[src/ctbu_pkg.sv]
// Shared constants, types and helpers for the compare, test and branch unit.
// Assumes one core clock domain; no other package is needed.
package ctbu_pkg;

  // Data path width
  localparam int DATA_W = 32;

  // Condition code encodings
  localparam logic [2:0] CC_LESS    = 3'h4;
  localparam logic [2:0] CC_EQUAL   = 3'h2;
  localparam logic [2:0] CC_GREATER = 3'h1;
  localparam logic [2:0] CC_NONE    = 3'h0;
  localparam logic [2:0] CC_RESET   = 3'h0;
  localparam int         CC_SKIP_BIT = 2;

  // Results of a condition-code test
  localparam logic [31:0] TEST_TRUE  = 32'h0000_0001;
  localparam logic [31:0] TEST_FALSE = 32'h0000_0000;

  // Step used by compare-and-increment or -decrement
  localparam logic [31:0] STEP_ONE = 32'h0000_0001;

  // Register index of the global link register
  localparam logic [4:0] LINK_REG_IDX = 5'h1E;

  // Condition masks implied by the bit-branch forms
  localparam logic [2:0] COND_BIT_SET   = 3'h2;
  localparam logic [2:0] COND_BIT_CLEAR = 3'h0;

  // Default width of the signed branch displacement
  localparam int DISP_W_DEFAULT = 24;

  // Operation kinds handed over by the decoder
  typedef enum logic [4:0] {
    CTBU_NOP,
    CTBU_CMP_INT,
    CTBU_CMP_ORD,
    CTBU_CMP_INT_BYTE,
    CTBU_CMP_INT_SHORT,
    CTBU_CONCMP_INT,
    CTBU_CONCMP_ORD,
    CTBU_CHECK_BIT,
    CTBU_CMPINC_INT,
    CTBU_CMPINC_ORD,
    CTBU_CMPDEC_INT,
    CTBU_CMPDEC_ORD,
    CTBU_CONDITION_CODE_TEST,
    CTBU_JUMP_REL,
    CTBU_JUMP_LINK_REL,
    CTBU_EXTENDED_JUMP,
    CTBU_EXTENDED_JUMP_LINK,
    CTBU_COND_JUMP,
    CTBU_COMPARE_SIGNED_AND_JUMP,
    CTBU_COMPARE_UNSIGNED_AND_JUMP,
    CTBU_JUMP_IF_BIT_SET,
    CTBU_JUMP_IF_BIT_CLEAR
  } ctbu_op_e;

  // Instruction formats
  typedef enum logic [1:0] {
    CTBU_FMT_REG,
    CTBU_FMT_CTRL,
    CTBU_FMT_COMPARE_BRANCH_FORMAT,
    CTBU_FMT_MEM
  } ctbu_fmt_e;

  // Operand widths for compares
  typedef enum logic [1:0] {
    CTBU_W_WORD,
    CTBU_W_SHORT,
    CTBU_W_BYTE
  } ctbu_width_e;

  // Mask against condition code; empty mask means unordered
  function automatic logic ctbu_cond_met(input logic [2:0] mask, input logic [2:0] cc);
    if (mask == CC_NONE) begin
      return cc == CC_NONE;
    end
    return (mask & cc) != CC_NONE;
  endfunction

  // Format that each operation must arrive in
  function automatic ctbu_fmt_e ctbu_format_of(input ctbu_op_e op);
    case (op)
      CTBU_JUMP_REL, CTBU_JUMP_LINK_REL, CTBU_COND_JUMP: begin
        return CTBU_FMT_CTRL;
      end
      CTBU_EXTENDED_JUMP, CTBU_EXTENDED_JUMP_LINK: begin
        return CTBU_FMT_MEM;
      end
      CTBU_CONDITION_CODE_TEST, CTBU_COMPARE_SIGNED_AND_JUMP,
      CTBU_COMPARE_UNSIGNED_AND_JUMP, CTBU_JUMP_IF_BIT_SET,
      CTBU_JUMP_IF_BIT_CLEAR: begin
        return CTBU_FMT_COMPARE_BRANCH_FORMAT;
      end
      default: begin
        return CTBU_FMT_REG;
      end
    endcase
  endfunction

endpackage

[src/ctbu_core.sv]
// Compare, condition-code test and branch execution unit.
// Assumes the decoder presents one operation per cycle, operands already read,
// extended targets already computed by the address unit.
//
// How it works
// (RULE1) Compares set less, equal or greater code
// (RULE2) Conditional compare skips when code bit two set
// (RULE3) Bit check sets 010 or 000
// (RULE4) Compare then step operand, one cycle
// (RULE5) Test writes one on match, else zero
// (RULE6) Prediction bit on tests is ignored
// (RULE7) Branch prediction hint never alters outcome
// (RULE8) Relative jumps add signed displacement to pointer
// (RULE9) Extended jumps use computed absolute address
// (RULE10) Link jumps save next address first
// (RULE11) Conditional jump on code match, else sequential
// (RULE12) Unordered condition doubles as branch if false
// (RULE13) Fused compare sets code, then branches conditionally
// (RULE14) Bit branches set 010 or 000, then branch
// (RULE15) Each form decoded from its own format
// (RULE16) Code is 100, 010, 001 or 000; an outside cc_load writes any three-bit value
// (RULE17) Condition mask meets code on shared bit
`timescale 1ns/1ps
module ctbu_core
  import ctbu_pkg::*;
#(
  parameter int DISP_W = DISP_W_DEFAULT
)(
  // Clock and reset
  input  wire logic              clk_sys,
  input  wire logic              sys_rst,
  // Operation from the decoder
  input  wire logic              op_valid,
  input  wire ctbu_op_e          op_kind,
  input  wire ctbu_fmt_e         op_format,
  input  wire logic [2:0]        op_cond,
  input  wire logic              op_predict,
  input  wire logic [4:0]        op_dest,
  // Operands
  input  wire logic [DATA_W-1:0] op_src1,
  input  wire logic [DATA_W-1:0] op_src2,
  input  wire logic [DISP_W-1:0] op_disp,
  input  wire logic [DATA_W-1:0] op_ext_addr,
  // Instruction pointers
  input  wire logic [DATA_W-1:0] instruction_pointer,
  input  wire logic [DATA_W-1:0] next_pointer,
  // Condition code load from arithmetic_controls writes
  input  wire logic              cc_load,
  input  wire logic [2:0]        cc_load_value,
  // Condition code
  output logic      [2:0]        cc,
  // Register write-back
  output logic                   res_valid,
  output logic                   wr_en,
  output logic      [4:0]        wr_idx,
  output logic      [DATA_W-1:0] wr_data,
  // Control flow
  output logic                   jump_en,
  output logic      [DATA_W-1:0] jump_target,
  output logic                   jump_hint,
  output logic                   format_error
);

  ////////////////////////////////////////////////////////////////////////////
  // Parameter checks

  // Sign extension below needs at least one pad bit; refused at elaboration
  if (DISP_W < 2 || DISP_W > DATA_W - 1) begin : g_disp_check
    $error("ctbu_core: DISP_W out of range");
  end

  ////////////////////////////////////////////////////////////////////////////
  // Operand helpers

  logic [DATA_W-1:0] disp_ext;
  logic [DATA_W-1:0] rel_target;
  logic [2:0]        cmp_cc;
  logic              cmp_signed;
  ctbu_width_e       cmp_width;
  logic              sel_bit;
  logic [4:0]        sel_pos;
  logic [DATA_W-1:0] sel_word;
  logic              fmt_bad;

  // Displacement sign extension and relative target
  assign disp_ext   = {{(DATA_W-DISP_W){op_disp[DISP_W-1]}}, op_disp};
  assign rel_target = instruction_pointer + disp_ext; // RULE8

  // Signedness and width of the compare
  always_comb begin
    cmp_signed = 1'b1;
    cmp_width  = CTBU_W_WORD;
    case (op_kind)
      CTBU_CMP_ORD, CTBU_CONCMP_ORD, CTBU_CMPINC_ORD, CTBU_CMPDEC_ORD,
      CTBU_COMPARE_UNSIGNED_AND_JUMP: begin
        cmp_signed = 1'b0;
      end
      CTBU_CMP_INT_BYTE: begin
        cmp_width = CTBU_W_BYTE;
      end
      CTBU_CMP_INT_SHORT: begin
        cmp_width = CTBU_W_SHORT;
      end
      default: begin
        cmp_signed = 1'b1;
      end
    endcase
  end

  // Single comparator shared by every compare form
  ctbu_compare u_compare (
    .lhs       (op_src1),
    .rhs       (op_src2),
    .is_signed (cmp_signed),
    .width     (cmp_width),
    .cc        (cmp_cc)
  );

  // Bit check tests src1 of src2 for branches, src2 of src1 for chkbit
  always_comb begin
    if (op_kind == CTBU_CHECK_BIT) begin
      sel_word = op_src1;
      sel_pos  = op_src2[4:0];
    end else begin
      sel_word = op_src2; // RULE14
      sel_pos  = op_src1[4:0];
    end
  end

  ctbu_bit_select u_bit_select (
    .word     (sel_word),
    .position (sel_pos),
    .bit_one  (sel_bit)
  );

  // Each operation must arrive in its own format
  assign fmt_bad = op_valid && (op_format != ctbu_format_of(op_kind)); // RULE15

  ////////////////////////////////////////////////////////////////////////////
  // Next-state computation

  logic [2:0]        next_cc;
  logic              next_wr_en;
  logic [4:0]        next_wr_idx;
  logic [DATA_W-1:0] next_wr_data;
  logic              next_jump_en;
  logic [DATA_W-1:0] next_jump_target;
  logic              next_jump_hint;
  logic [2:0]        bit_cc;

  assign bit_cc = sel_bit ? CC_EQUAL : CC_NONE; // RULE3 RULE16

  // Whole operation resolves in one pass, so results land together
  always_comb begin
    next_cc          = cc;
    next_wr_en       = 1'b0;
    next_wr_idx      = op_dest;
    next_wr_data     = TEST_FALSE;
    next_jump_en     = 1'b0;
    next_jump_target = next_pointer;
    next_jump_hint   = 1'b0;
    if (op_valid && !fmt_bad) begin
      case (op_kind)
        CTBU_CMP_INT, CTBU_CMP_ORD, CTBU_CMP_INT_BYTE, CTBU_CMP_INT_SHORT: begin
          next_cc = cmp_cc; // RULE1
        end
        CTBU_CONCMP_INT, CTBU_CONCMP_ORD: begin
          if (!cc[CC_SKIP_BIT]) begin
            next_cc = cmp_cc; // RULE2
          end
        end
        CTBU_CHECK_BIT: begin
          next_cc = bit_cc; // RULE3
        end
        CTBU_CMPINC_INT, CTBU_CMPINC_ORD: begin
          next_cc      = cmp_cc; // RULE4
          next_wr_en   = 1'b1;
          next_wr_data = op_src2 + STEP_ONE;
        end
        CTBU_CMPDEC_INT, CTBU_CMPDEC_ORD: begin
          next_cc      = cmp_cc; // RULE4
          next_wr_en   = 1'b1;
          next_wr_data = op_src2 - STEP_ONE;
        end
        CTBU_CONDITION_CODE_TEST: begin
          // Prediction input is not read here at all
          next_wr_en   = 1'b1; // RULE6
          next_wr_data = ctbu_cond_met(op_cond, cc) ? TEST_TRUE : TEST_FALSE; // RULE5
        end
        CTBU_JUMP_REL: begin
          next_jump_en     = 1'b1;
          next_jump_target = rel_target; // RULE8
        end
        CTBU_JUMP_LINK_REL: begin
          next_jump_en     = 1'b1;
          next_jump_target = rel_target; // RULE8
          next_wr_en       = 1'b1;
          next_wr_idx      = LINK_REG_IDX; // RULE10
          next_wr_data     = next_pointer;
        end
        CTBU_EXTENDED_JUMP: begin
          next_jump_en     = 1'b1;
          next_jump_target = op_ext_addr; // RULE9
        end
        CTBU_EXTENDED_JUMP_LINK: begin
          next_jump_en     = 1'b1;
          next_jump_target = op_ext_addr; // RULE9
          next_wr_en       = 1'b1;
          next_wr_idx      = op_dest; // RULE10
          next_wr_data     = next_pointer;
        end
        CTBU_COND_JUMP: begin
          // Empty mask takes on a false result too
          next_jump_en   = ctbu_cond_met(op_cond, cc); // RULE11 RULE12 RULE17
          next_jump_hint = op_predict; // RULE7
          if (next_jump_en) begin
            next_jump_target = rel_target;
          end
        end
        CTBU_COMPARE_SIGNED_AND_JUMP, CTBU_COMPARE_UNSIGNED_AND_JUMP: begin
          next_cc        = cmp_cc; // RULE13
          next_jump_en   = ctbu_cond_met(op_cond, cmp_cc); // RULE13 RULE17
          next_jump_hint = op_predict; // RULE7
          if (next_jump_en) begin
            next_jump_target = rel_target;
          end
        end
        CTBU_JUMP_IF_BIT_SET: begin
          next_cc        = bit_cc; // RULE14
          next_jump_en   = ctbu_cond_met(COND_BIT_SET, bit_cc); // RULE14
          next_jump_hint = op_predict; // RULE7
          if (next_jump_en) begin
            next_jump_target = rel_target;
          end
        end
        CTBU_JUMP_IF_BIT_CLEAR: begin
          next_cc        = bit_cc; // RULE14
          next_jump_en   = ctbu_cond_met(COND_BIT_CLEAR, bit_cc); // RULE12 RULE14
          next_jump_hint = op_predict; // RULE7
          if (next_jump_en) begin
            next_jump_target = rel_target;
          end
        end
        default: begin
          next_cc = cc;
        end
      endcase
    end
  end

  ////////////////////////////////////////////////////////////////////////////
  // Condition code register

  // An executing operation wins over an outside load in the same cycle
  always_ff @(posedge clk_sys) begin
    if (sys_rst) begin
      cc <= CC_RESET;
    end else if (op_valid && !fmt_bad && next_cc != cc) begin
      cc <= next_cc;
    end else if (cc_load && !(op_valid && !fmt_bad)) begin
      cc <= cc_load_value;
    end else begin
      cc <= next_cc;
    end
  end

  ////////////////////////////////////////////////////////////////////////////
  // Write-back port

  always_ff @(posedge clk_sys) begin
    if (sys_rst) begin
      wr_en   <= 1'b0;
      wr_idx  <= 5'h00;
      wr_data <= TEST_FALSE;
    end else begin
      wr_en   <= next_wr_en;
      wr_idx  <= next_wr_idx;
      wr_data <= next_wr_data;
    end
  end

  ////////////////////////////////////////////////////////////////////////////
  // Control-flow port

  // Hint rides along for fetch; the taken flag never looks at it
  always_ff @(posedge clk_sys) begin
    if (sys_rst) begin
      jump_en     <= 1'b0;
      jump_target <= {DATA_W{1'b0}};
      jump_hint   <= 1'b0;
    end else begin
      jump_en     <= next_jump_en;
      jump_target <= next_jump_target;
      jump_hint   <= next_jump_hint; // RULE7
    end
  end

  ////////////////////////////////////////////////////////////////////////////
  // Completion and format status

  // A misformatted operation still completes, with no side effects
  always_ff @(posedge clk_sys) begin
    if (sys_rst) begin
      res_valid    <= 1'b0;
      format_error <= 1'b0;
    end else begin
      res_valid    <= op_valid;
      format_error <= fmt_bad; // RULE15
    end
  end

endmodule

[src/ctbu_compare.sv]
// Three-way magnitude compare of two operands into a condition code.
// Assumes operands are already selected; purely combinational.
`timescale 1ns/1ps
module ctbu_compare
  import ctbu_pkg::*;
(
  // Operands
  input  wire logic [DATA_W-1:0] lhs,
  input  wire logic [DATA_W-1:0] rhs,
  // Mode
  input  wire logic              is_signed,
  input  wire ctbu_width_e       width,
  // Result
  output logic      [2:0]        cc
);

  logic [DATA_W:0] lhs_x;
  logic [DATA_W:0] rhs_x;

  // Narrow forms compare only their low bits, extended by signedness
  always_comb begin
    case (width)
      CTBU_W_BYTE: begin
        lhs_x = {{(DATA_W-7){is_signed & lhs[7]}}, lhs[7:0]};
        rhs_x = {{(DATA_W-7){is_signed & rhs[7]}}, rhs[7:0]};
      end
      CTBU_W_SHORT: begin
        lhs_x = {{(DATA_W-15){is_signed & lhs[15]}}, lhs[15:0]};
        rhs_x = {{(DATA_W-15){is_signed & rhs[15]}}, rhs[15:0]};
      end
      default: begin
        lhs_x = {is_signed & lhs[DATA_W-1], lhs};
        rhs_x = {is_signed & rhs[DATA_W-1], rhs};
      end
    endcase
  end

  // One extra bit lets a single signed compare serve both kinds
  always_comb begin
    if (lhs_x == rhs_x) begin
      cc = CC_EQUAL;
    end else if ($signed(lhs_x) < $signed(rhs_x)) begin
      cc = CC_LESS;
    end else begin
      cc = CC_GREATER;
    end
  end

endmodule

[src/ctbu_bit_select.sv]
// Picks one bit of a word by a five-bit position.
// Assumes only the low five bits of the position matter.
`timescale 1ns/1ps
module ctbu_bit_select
  import ctbu_pkg::*;
(
  // Operands
  input  wire logic [DATA_W-1:0] word,
  input  wire logic [4:0]        position,
  // Result
  output logic                   bit_one
);

  // Plain indexed read; upper position bits are dropped by design
  always_comb begin
    bit_one = word[position];
  end

endmodule

[config.mk]
export PLATFORM = sky130hd
export DESIGN_NAME = ctbu_core
export DESIGN_NICKNAME = d
export VERILOG_FILES = /design/src/ctbu_pkg.sv /design/src/ctbu_core.sv /design/src/ctbu_compare.sv /design/src/ctbu_bit_select.sv
export SDC_FILE = /design/constraint.sdc
export NUM_CORES = 1
export LEC_CHECK = 0
export BUFFER_PORTS_ARGS = -buffer_cell sky130_fd_sc_hd__buf_2
export CAP_MARGIN = 0
export CORE_MARGIN = 3
export CORE_UTILIZATION = 40
export DETAILED_ROUTE_END_ITERATION = 12
export PLACE_DENSITY = 0.66
export SLEW_MARGIN = 10
export SYNTH_ARGS = -nofsm -noshare
export SYNTH_HDL_FRONTEND = slang
export SYNTH_SLANG_ARGS = --single-unit
[constraint.sdc]
create_clock -name clk_sys -period 7.8 [get_ports clk_sys]
set_clock_uncertainty 0.2 [all_clocks]
set_input_delay 1.56 -clock clk_sys [delete_from_list [all_inputs] [get_ports clk_sys]]
set_output_delay 1.56 -clock clk_sys [all_outputs]
set_load 0.005 [all_outputs]
; After elaboration in Yosys (flattened, before gate mapping)
; Memories as Yosys holds them, arrays and structs flattened.
; Cells that the tools add are included.
[word_totals]
ff_bits = 77
latch_bits = 0
ramBits = 0
romBits = 64
elab_cells = 129
n_memories = 1
[memory_table]
columns = memory, words, width, rd, rd_clocked_by_memory_dff, write_ports, line_no
row1 = (no name shown), 32, 2, 1, 0, 0, ctbu_pkg.sv:84  ; case (op)
[op_classes]
addsub = 3
mul = 0
div_mod_pow = 0
order_cmp = 2
eq_ne = 26
shifts = 0
mux = 51
bitwise = 10
reduce_logical = 27
[op_table]
columns = cell, n
row1 = $mux 32, 6
row2 = $pmux 32 s6, 1
row3 = $pmux 33 s2, 2
row4 = $pmux 32 s4, 1
row5 = $eq 5x4->1 const B, 8
row6 = $eq 33x33->1, 1
row7 = $lt 33x33->1, 1
row8 = $add 32x1->32 const B, 1
row9 = $add 32x32->32, 1
row10 = $sub 32x1->32 const B, 1
row11 = $eq 5x5->1 const B, 6
row12 = $mux 1, 27
row13 = $eq 5x3->1 const B, 4
row14 = $mux 3, 6
row15 = $reduce_or 2->1, 8
row16 = $mux 5, 3
row17 = $logic_not 3->1, 4
row18 = $eq 5x2->1 const B, 2
row19 = $reduce_or 10->1, 1
row20 = $reduce_or 5->1, 2
row21 = $pmux 3 s3, 1
row22 = $reduce_or 7->1, 1
row23 = $and 1x1->1, 6
row24 = $and 3x3->3, 2
row25 = other kinds (16), 23

; Longest topological paths before layout
; Gate-level depths: netlist (run 1).
[logic_depth]
depth_word = 16
mapped_depth = 24
ltp_nobuf = 20

; Cells and area by module
; Synthesis (run 1) repeated with hierarchy kept, for this count alone.
[unflattened]
hier_cells = 1174
area_unflattened_um2 = 9057.4
[by_module_without_submodules]
columns = mod, n_inst, cells_per_inst, area_each_um2, seq_area_each_um2
row1 = ctbu_core, 1, 945, 7469.7, 1541.5
row2 = ctbu_compare, 1, 188, 1262.5, 0.0
row3 = ctbu_bit_select, 1, 41, 325.3, 0.0

; Worst setup path after synthesis (run 1)
; Ideal clock, no wire load.
[synth_timing]
path_type = input to register
from = input op_kind[0]
to = register wr_data[30]
setup_time_ps = 130
arrival_time_ps = 6678
slack_ps = 792
stages = 15
n_path_buf = 1
cell_sequence = inv_1 -> ha_1 -> clkbuf_1 -> nor2_1 -> nor3_1 -> ha_1 -> a211oi_1 -> nor3_1 -> a211oi_1 -> a21oi_1 -> o211ai_1 -> nand3_1 -> a2111oi_0 -> a21o_1 -> o211ai_1
[synth_between]
elab_chain_cells = 7
[synth_rtl]
columns = element, line_no
row1 = start: declaration, ctbu_core.sv:34  ; input wire ctbu_op_e op_kind,
row2 = $mem_v2 32x2, --
row3 = $ne 2x2->1, ctbu_core.sv:137  ; assign fmt_bad = op_valid && (op_format != ctbu_format_of(op_kind));
row4 = $logic_and 1x1->1, ctbu_core.sv:137
row5 = $logic_not 1->1, ctbu_core.sv:162  ; if (op_valid && !fmt_bad) begin
row6 = $logic_and 1x1->1, ctbu_core.sv:162
row7 = $not 1->1 (no source line), --
row8 = $reduce_or 2->1 (no source line), --
row9 = end signal: assignment, ctbu_core.sv:278  ; wr_data <= next_wr_data;
row10 = end: declaration, ctbu_core.sv:56  ; output logic [DATA_W-1:0] wr_data,
; Several ways; a longest one is shown, not always the timed one.
; A chain may end at the register's enable or synchronous reset.

; Worst setup path in the final report (run 1)
[layout_timing]
from = input op_kind[1]
to = register jump_target[5]
[layout_between]
elab_chain_cells = 16
[layout_rtl]
columns = element, line_no
row1 = "$eq 5x5->1, or another cell as far along", "ctbu_core.sv:93, ctbu_core.sv:163"
row2 = $reduce_or 5->1, ctbu_core.sv:93  ; case (op_kind)
row3 = $mux 1, ctbu_core.sv:93
row4 = "$and 1x1->1, or another cell as far along", ctbu_compare.sv:24  ; lhs_x = {{(DATA_W-7){is_signed & lhs[7]}}, lhs[7:0]};
row5 = $pmux 33 s2, ctbu_compare.sv:22  ; case (width)
row6 = $lt 33x33->1, ctbu_compare.sv:42  ; end else if ($signed(lhs_x) < $signed(rhs_x)) begin
row7 = $mux 3, ctbu_compare.sv:42
row8 = $mux 3, ctbu_compare.sv:40  ; if (lhs_x == rhs_x) begin
row9 = $and 3x3->3 / $logic_not 3->1 (equally long branches), "ctbu_pkg.sv:79, ctbu_pkg.sv:77"
row10 = $reduce_bool 3->1 / $mux 1 (equally long branches), "ctbu_pkg.sv:79, ctbu_pkg.sv:76"
row11 = $mux 1, ctbu_pkg.sv:79  ; return (mask & cc) != CC_NONE;
row12 = $mux 1, ctbu_core.sv:163  ; case (op_kind)
row13 = $mux 1, ctbu_core.sv:162
row14 = $mux 32, ctbu_core.sv:224  ; if (next_jump_en) begin
row15 = $pmux 32 s6, ctbu_core.sv:163
row16 = $mux 32 (*), ctbu_core.sv:162
row17 = end signal: assignment, ctbu_core.sv:289  ; jump_target <= {DATA_W{1'b0}};
row18 = end signal: assignment, ctbu_core.sv:293  ; jump_target <= next_jump_target;
row19 = end: declaration, ctbu_core.sv:59  ; output logic [DATA_W-1:0] jump_target,
; Every way passes the cells marked *; elsewhere a longest branch is shown, timed or not. The select of a mux whose other input is x is not followed.

==> results of run 1 <==
-- Yosys cell counts, types with 8 or more instances --
library cell  instances
ha_1                103
nor2_1               96
a21oi_1              85
dfxtp_1              77
nand2_1              72
o21ai_0              69
a22oi_1              38
a21o_1               37
inv_1                36
clkbuf_1             33
xnor2_1              33
nand3_1              31
nor3_1               23
o21a_1               22
xor2_1               22
o2bb2ai_1            17
mux2_2               16
and3_1               15
nor2b_1              14
a211oi_1             13
mux2i_1              13
nand2b_1             12
o21bai_1             12
a32oi_1              11
a22o_1                9
a31oi_1               9
nand4_1               8
nor4_1                8
o211ai_1              8
-- state kept, by name, indices dropped and copies added (netlist names) --
name / flops
res_valid: 1
jump_en: 1
wr_idx: 5
format_error: 1
jump_target: 32
jump_hint: 1
wr_data: 32
cc: 3
wr_en: 1
-- kinds of logic after synthesis --
family | after synthesis | synth area share [%]
XOR/XNOR | 55 | 5.763
AND/OR/NAND/NOR | 314 | 18.23
adder cells (fa/ha/maj) | 105 | 15.90
buffers and inverters | 79 | 3.997
multiplexers | 34 | 4.865
AO/OA/AOI/OAI | 401 | 32.80
flip-flops | 77 | 18.44
-- tightest hold or removal path: stages (launching register included) --
cell	delay (ns)
dfxtp_1	0.36
nor2_1	0.12
a21oi_1	0.06
and3_1	0.16
-- metrics by stage --
step           worst slack (ns)  std cells  hold slack, ns  utilization, %
6_report                 0.7774       1603          0.5467           50.56
5_1_grt                  0.3110       1602          0.5781           50.55
4_1_cts                  0.8824       1601          0.5521           50.53
3_5_place_dp             0.5315       1585          0.5387           49.12
3_3_place_gp             0.8024       1585          0.4925           49.12
2_1_floorplan            0.7918       1065          0.4750               -
-- cell type report --
type	instances	area [µm²]	area share (%)
clock buffers	9	225.2	2.187
flip-flops and latches	77	1541	14.97
diodes	2	5.005	0.04861
repair buffers	293	1491	14.49
inverters	36	135.1	1.312
multi-input cells	909	6496	63.09
well taps	270	337.8	3.281
clock inverters	7	63.81	0.6198
-- power breakdown --
group	internal, mW	leakage [nW]	switching [mW]	total, mW
sequential	0.408	0.631	0.00692	0.415
clock	0.223	0.136	0.194	0.418
combinational	0.214	4.13	0.285	0.499
-- metal layers --
| metal | vias up | wire length (µm) |
|---|---|---|
| li1 | 4594 | - |
| met1 | 4513 | 13920 |
| met2 | 447 | 15880 |
| met3 | 56 | 2758 |
| met4 | 4 | 666 |
| met5 | - | 33 |
-- path summary, 6_finish.rpt --
path / startpoint / to / slack [ns] / depth (start not counted)
worst max-delay path: op_kind[1] / jump_target[5] / 0.78 / 21
worst max register to register: cc[2] / jump_target[5] / 4.34 / 9
worst min-delay path: cc[1] / cc[1] / 0.55 / 3
worst min register to register: cc[1] / cc[1] / 0.55 / 3
==> metrics.yaml, run 1 <==
timing:
  rsz0062_at_grt: "no"
  hold_violations: 0
  tns_ns: 0
  post-route-min-period_ns: 7.023
  finalCritPeriodShare_pct: 90.03
  fmax_ghz: 0.1424
  relSlewSlack_pct: 18.94
  drv_slew: 0
  setup_viol: 0
  worst_pin_slew_ns: 1.185
clocking:
  cts_resized: 0
  cts_buffer_depth: 2
  post_cts_buffers: 0
  clock_latency_ns: 0.34
  cts_made_buffers: 9
  cts_root_buf: "clkbuf_16"
  h-tree-depth: 3
  clock-sinks: 77
  postCtsHoldBufs: 0
  cts_tree: "yes"
  clk_pin_slew_ns: 0.07
detailed_routing:
  via_count: 9614
  wl_per_cell_um: 20.75
  wirelength_mm: 33.26
  drtAntennaViolNets: 0
  vias_per_cell: 5.998
  drc: 0
  first_pass_iters: 7
  drt_iter0_drc: 840
yosys:
  synthCells: 1065
  synth_top_area_share_pct: 18.44
  synth_area_um2: 8358
  synthDistinctLibCells: 74
  syn-num-nets: 1377
  synth_top_area_cell: "dfxtp_1"
  synth_seq_cells: 77
  avgSynthCellArea_um2: 7.848
  synth_seq_area_share_pct: 18.44
  yosys_warnings: 0
  synth.area.top_cells: "dfxtp_1 (18%), ha_1 (15%), a21oi_1 (5.1%), nor2_1 (4.3%), o21ai_0 (4.1%)"
  synth_edf_count: 0
  ys_async_sr_fraction_pct: 0
  synth-main-ff-cell: "dfxtp_1"
critical_path:
  cp_slowest_cell: "o21ai_1"
  required_ns: 7.86
  cp_top_family: "compound AO/OA/AOI/OAI gates"
  crit_type: "in -> reg"
  path_buf_inv: 3
  cp-start-kind: "primary input"
  cp_cell_sequence: "buf_2 -> ha_1 -> nand2b_1 -> or3_1 -> ha_1 -> buf_4 -> o21ai_1 -> o21a_1 -> a21boi_0 -> ha_1 -> and4_1 -> nand3_1 -> nor2_1 -> o41ai_1 -> a31oi_1 -> mux2_2 -> o21ai_0 -> or3b_1 -> and2_1 -> buf_4 -> o2bb2ai_1"
  crit_path_max_incr_delay_ns: 0.47
  cp_max_fo: 35
  setup.worst_path.end_class: "flip-flop"
  critPathMostFrequentCell: "ha_1"
  crit_arrival_ns: 7.08
grt:
  grt_start_max_net_pins: 36
  track_usage_pct: 27.73
  met1_usage_pct: 36.41
  grt_pass1_vias: 8913
  use_met2_pct: 47.61
  top_usage_layer: "met2"
  overflow: 0
  grt_pass1_wl_mm: 48.93
  grt_use_met3_pct: 4.154
  antenna_found_initial: 3
die:
  fp.dieW_um: 150.6
  initial_utilization_pct: 41.04
  die_h_um: 150.6
  row_count: 52
  io-pin-count: 284
  design.core.area_um2: 20360
  dieArea_um2: 22670
final_layout:
  drive_gt1_share_pct: 25.39
  finalNetCount: 1638
  final_cell_mix: "buf_2 (283), ha_1 (103), nor2_1 (96), a21oi_1 (85), dfxtp_1 (77)"
  area_growth_pct: 23.19
  final_common_cell: "buf_2"
  n_fill_cell: 2071
  final_cell_area_um2: 10300
power_and_ir_drop:
  power_mw: 1.331
  leakage_nw: 4.901
  vdd_drop_max_v: 0.00008008
  power.density_nw_per_um2: 129.3
place:
  port-buffer-count: 283
  gp_congestion: 0.9956
  hpwl_mm: 27.58
  postPlaceCellArea_um2: 10000
flow_run:
  drv_cap: 0
min_path:
  worstHoldPathType: "reg -> reg"
run_status:
  outcome: "finished, final reports clean"
No activity file was read; power rests on OpenSTA's default activity.
==> run 2, diff against run 1 <==
Settings changed: BUFFER_PORTS_ARGS -buffer_cell sky130_fd_sc_hd__buf_2 to default, CAP_MARGIN 0 to default, DONT_BUFFER_PORTS from default to 1, PLACE_DENSITY 0.66 to default.
==> run 2 against run 1 <==
Effect of this change:
- die area stayed put
- combinational power is 21% lower
- critical path depth is 1 lower
- critical path type unchanged
==> metrics.yaml, run 2 (synthesis gave the netlist of run 1 again) <==
timing:
  fmax_ghz: 0.1469  # was 0.1424 GHz
  relSlewSlack_pct: 21.53  # was 18.94%
  hold_slack_ns: 0.5551  # was 0.5467 ns
  finalCritPeriodShare_pct: 87.25  # was 90.03%
  hold_violations: 0  # unchanged
  post-route-min-period_ns: 6.805  # was 7.023 ns
  tns_ns: 0  # unchanged
  setup_viol: 0  # unchanged
  rsz0062_at_grt: "no"  # unchanged
  drv_slew: 0  # unchanged
  fin_ws_ns: 0.9948  # was 0.7774 ns
  worst_pin_slew_ns: 1.147  # was 1.185 ns
final_layout:
  final_common_cell: "ha_1"  # was buf_2
  n_fill_cell: 2124  # was 2071
  final_cell_mix: "ha_1 (103), nor2_1 (96), a21oi_1 (85), dfxtp_1 (77), nand2_1 (72)"  # was buf_2 (283), ha_1 (103), nor2_1 (96), a21oi_1 (85), dfxtp_1 (77)
  final_cells: 1318  # was 1603
  top_regs: "jump_target (32), wr_data (32), wr_idx (5)"  # unchanged
  num_antenna_cells: 0  # was 2
  drive_gt1_share_pct: 5.248  # was 25.39%
  area_growth_pct: 6.482  # was 23.19%
  final_cell_area_um2: 8900  # was 10300 µm²
  finalNetCount: 1355  # was 1638
grt:
  grt_pass1_vias: 7989  # was 8913
  grt_start_max_net_pins: 36  # unchanged
  grt_pass1_wl_mm: 47.06  # was 48.93 mm
  overflow: 0  # unchanged
  track_usage_pct: 27.15  # was 27.73%
  antenna_found_initial: 0  # was 3
clocking:
  clock-sinks: 77  # unchanged
  clk_pin_slew_ns: 0.06  # was 0.07 ns
  h-tree-depth: 3  # unchanged
  post_cts_buffers: 0  # unchanged
  cts_made_buffers: 9  # unchanged
  clock_latency_ns: 0.34  # about the same
  cts_tree: "yes"  # unchanged
  cts_resized: 0  # unchanged
  cts_root_buf: "clkbuf_16"  # unchanged
  cts_buffer_depth: 2  # unchanged
  postCtsHoldBufs: 0  # unchanged
critical_path:
  reg2regPathDepth: 8  # was 9
  path_buf_inv: 1  # was 3
  cp_cell_sequence: "ha_1 -> nand2b_1 -> or3_1 -> inv_1 -> ha_1 -> a22oi_1 -> o21ai_1 -> o21a_1 -> a21boi_0 -> ha_1 -> and4_1 -> nand3_1 -> nor2_1 -> o41ai_1 -> a31oi_1 -> mux2_2 -> o21ai_0 -> or3b_1 -> and2_1 -> o2bb2ai_1"  # was buf_2 -> ha_1 -> nand2b_1 -> or3_1 -> ha_1 -> buf_4 -> o21ai_1 -> o21a_1 -> a21boi_0 -> ha_1 -> and4_1 -> nand3_1 -> nor2_1 -> o41ai_1 -> a31oi_1 -> mux2_2 -> o21ai_0 -> or3b_1 -> and2_1 -> buf_4 -> o2bb2ai_1
  crit_start: "op_kind[0]"  # was op_kind[1]
  crit_path_max_incr_delay_ns: 0.89  # was 0.47 ns
  r2r_slack_ns: 4.27  # was 4.34 ns
  timing.rr.start: "cc[2]"  # unchanged
  worstReg2RegEnd: "jump_target[27]"  # was jump_target[5]
  cp_slowest_cell: "o21ai_1"  # unchanged
  critPathMostFrequentCell: "ha_1"  # unchanged
  crit_type: "in -> reg"  # unchanged
  cp_top_family: "compound AO/OA/AOI/OAI gates"  # unchanged
  cp_max_fo: 16  # was 35
  cp-start-kind: "primary input"  # unchanged
  crit_arrival_ns: 6.86  # was 7.08 ns
  required_ns: 7.86  # about the same
  setup.worst_path.end_class: "flip-flop"  # unchanged
place:
  postPlaceCellArea_um2: 8586  # was 10000 µm²
  hpwl_mm: 26.59  # was 27.58 mm
  gp_congestion: 0.9370  # was 0.9956
  placed_cells: 1302  # was 1585
  pre_cts_ws_ns: 0.6588  # was 0.5315 ns
  port-buffer-count: 0  # was 283
detailed_routing:
  via_count: 8433  # was 9614
  drc: 0  # unchanged
  first_pass_iters: 7  # unchanged
  drt_iter0_drc: 531  # was 840
  drtAntennaViolNets: 0  # unchanged
  wirelength_mm: 32.35  # was 33.26 mm
  vias_per_cell: 6.398  # was 5.998
  wl_per_cell_um: 24.55  # was 20.75 µm
die:
  initial_utilization_pct: 41.04  # unchanged
  io-pin-count: 284  # unchanged
  dieArea_um2: 22670  # unchanged
  row_count: 52  # unchanged
  die_h_um: 150.6  # unchanged
  design.core.area_um2: 20360  # unchanged
  fp.dieW_um: 150.6  # unchanged
power_and_ir_drop:
  power.density_nw_per_um2: 141.8  # was 129.3 nW/µm²
  vdd_drop_max_v: 0.00007872  # was 0.00008008 V
  leakage_nw: 3.707  # was 4.901 nW
run_status:
  outcome: "finished, final reports clean"  # unchanged
min_path:
  worstHoldEndpoint: "cc[1]"  # unchanged
  worstHoldPathType: "reg -> reg"  # unchanged
  min_delay_path_depth: 3  # unchanged
  hold_start: "cc[1]"  # unchanged
flow_run:
  drv_cap: 0  # unchanged
run 2: worst max path at each step:
stage / to / slack, ns / cells past startpoint
floorplan: wr_data[30] / 0.79 / 15
global placement: jump_target[2] / 0.92 / 19
detailed placement: jump_target[17] / 0.66 / 19
CTS: jump_target[5] / 1.00 / 20
global route: jump_target[8] / 0.44 / 19
finish: jump_target[5] / 0.99 / 20
run 2: metrics by stage:
step | power (mW) | utilization [%]
after floorplan | 0.7313 | -
after CTS | 1.265 | 43.70
after detailed placement | 0.8146 | 42.16
after global placement | 0.8122 | 42.16
final | 1.262 | 43.70
after global routing | 1.334 | 43.70
run 2: routing by layer:
metal	GRT usage (%)	wire, µm
met5	0	0
met4	8.051	888
met3	9.001	3408
met2	45.32	15080
met1	33.21	12980
run 2: power by group:
group          internal (mW)  leakage [nW]  switching, mW
sequential             0.408         0.631         0.0125
combinational          0.168          2.92          0.223
clock                  0.257         0.152          0.193
total                  0.833          3.71          0.429
run 2: layout make-up:
type / instances / area (µm²) / share of cell area [%]
repair buffers: 10 / 75.07 / 0.8435
multi-input cells: 909 / 6496 / 72.99
inverters: 36 / 135.1 / 1.518
clock inverters: 7 / 88.84 / 0.9982
clock buffers: 9 / 225.2 / 2.531
well taps: 270 / 337.8 / 3.796
flip-flops and latches: 77 / 1541 / 17.32
run 2: worst register-to-register path, delay by kind of cell, from the launching register on:
family	cells	cell delay (ns)
simple gates	5	1.67
compound gates	3	1.16
flops	1	0.39
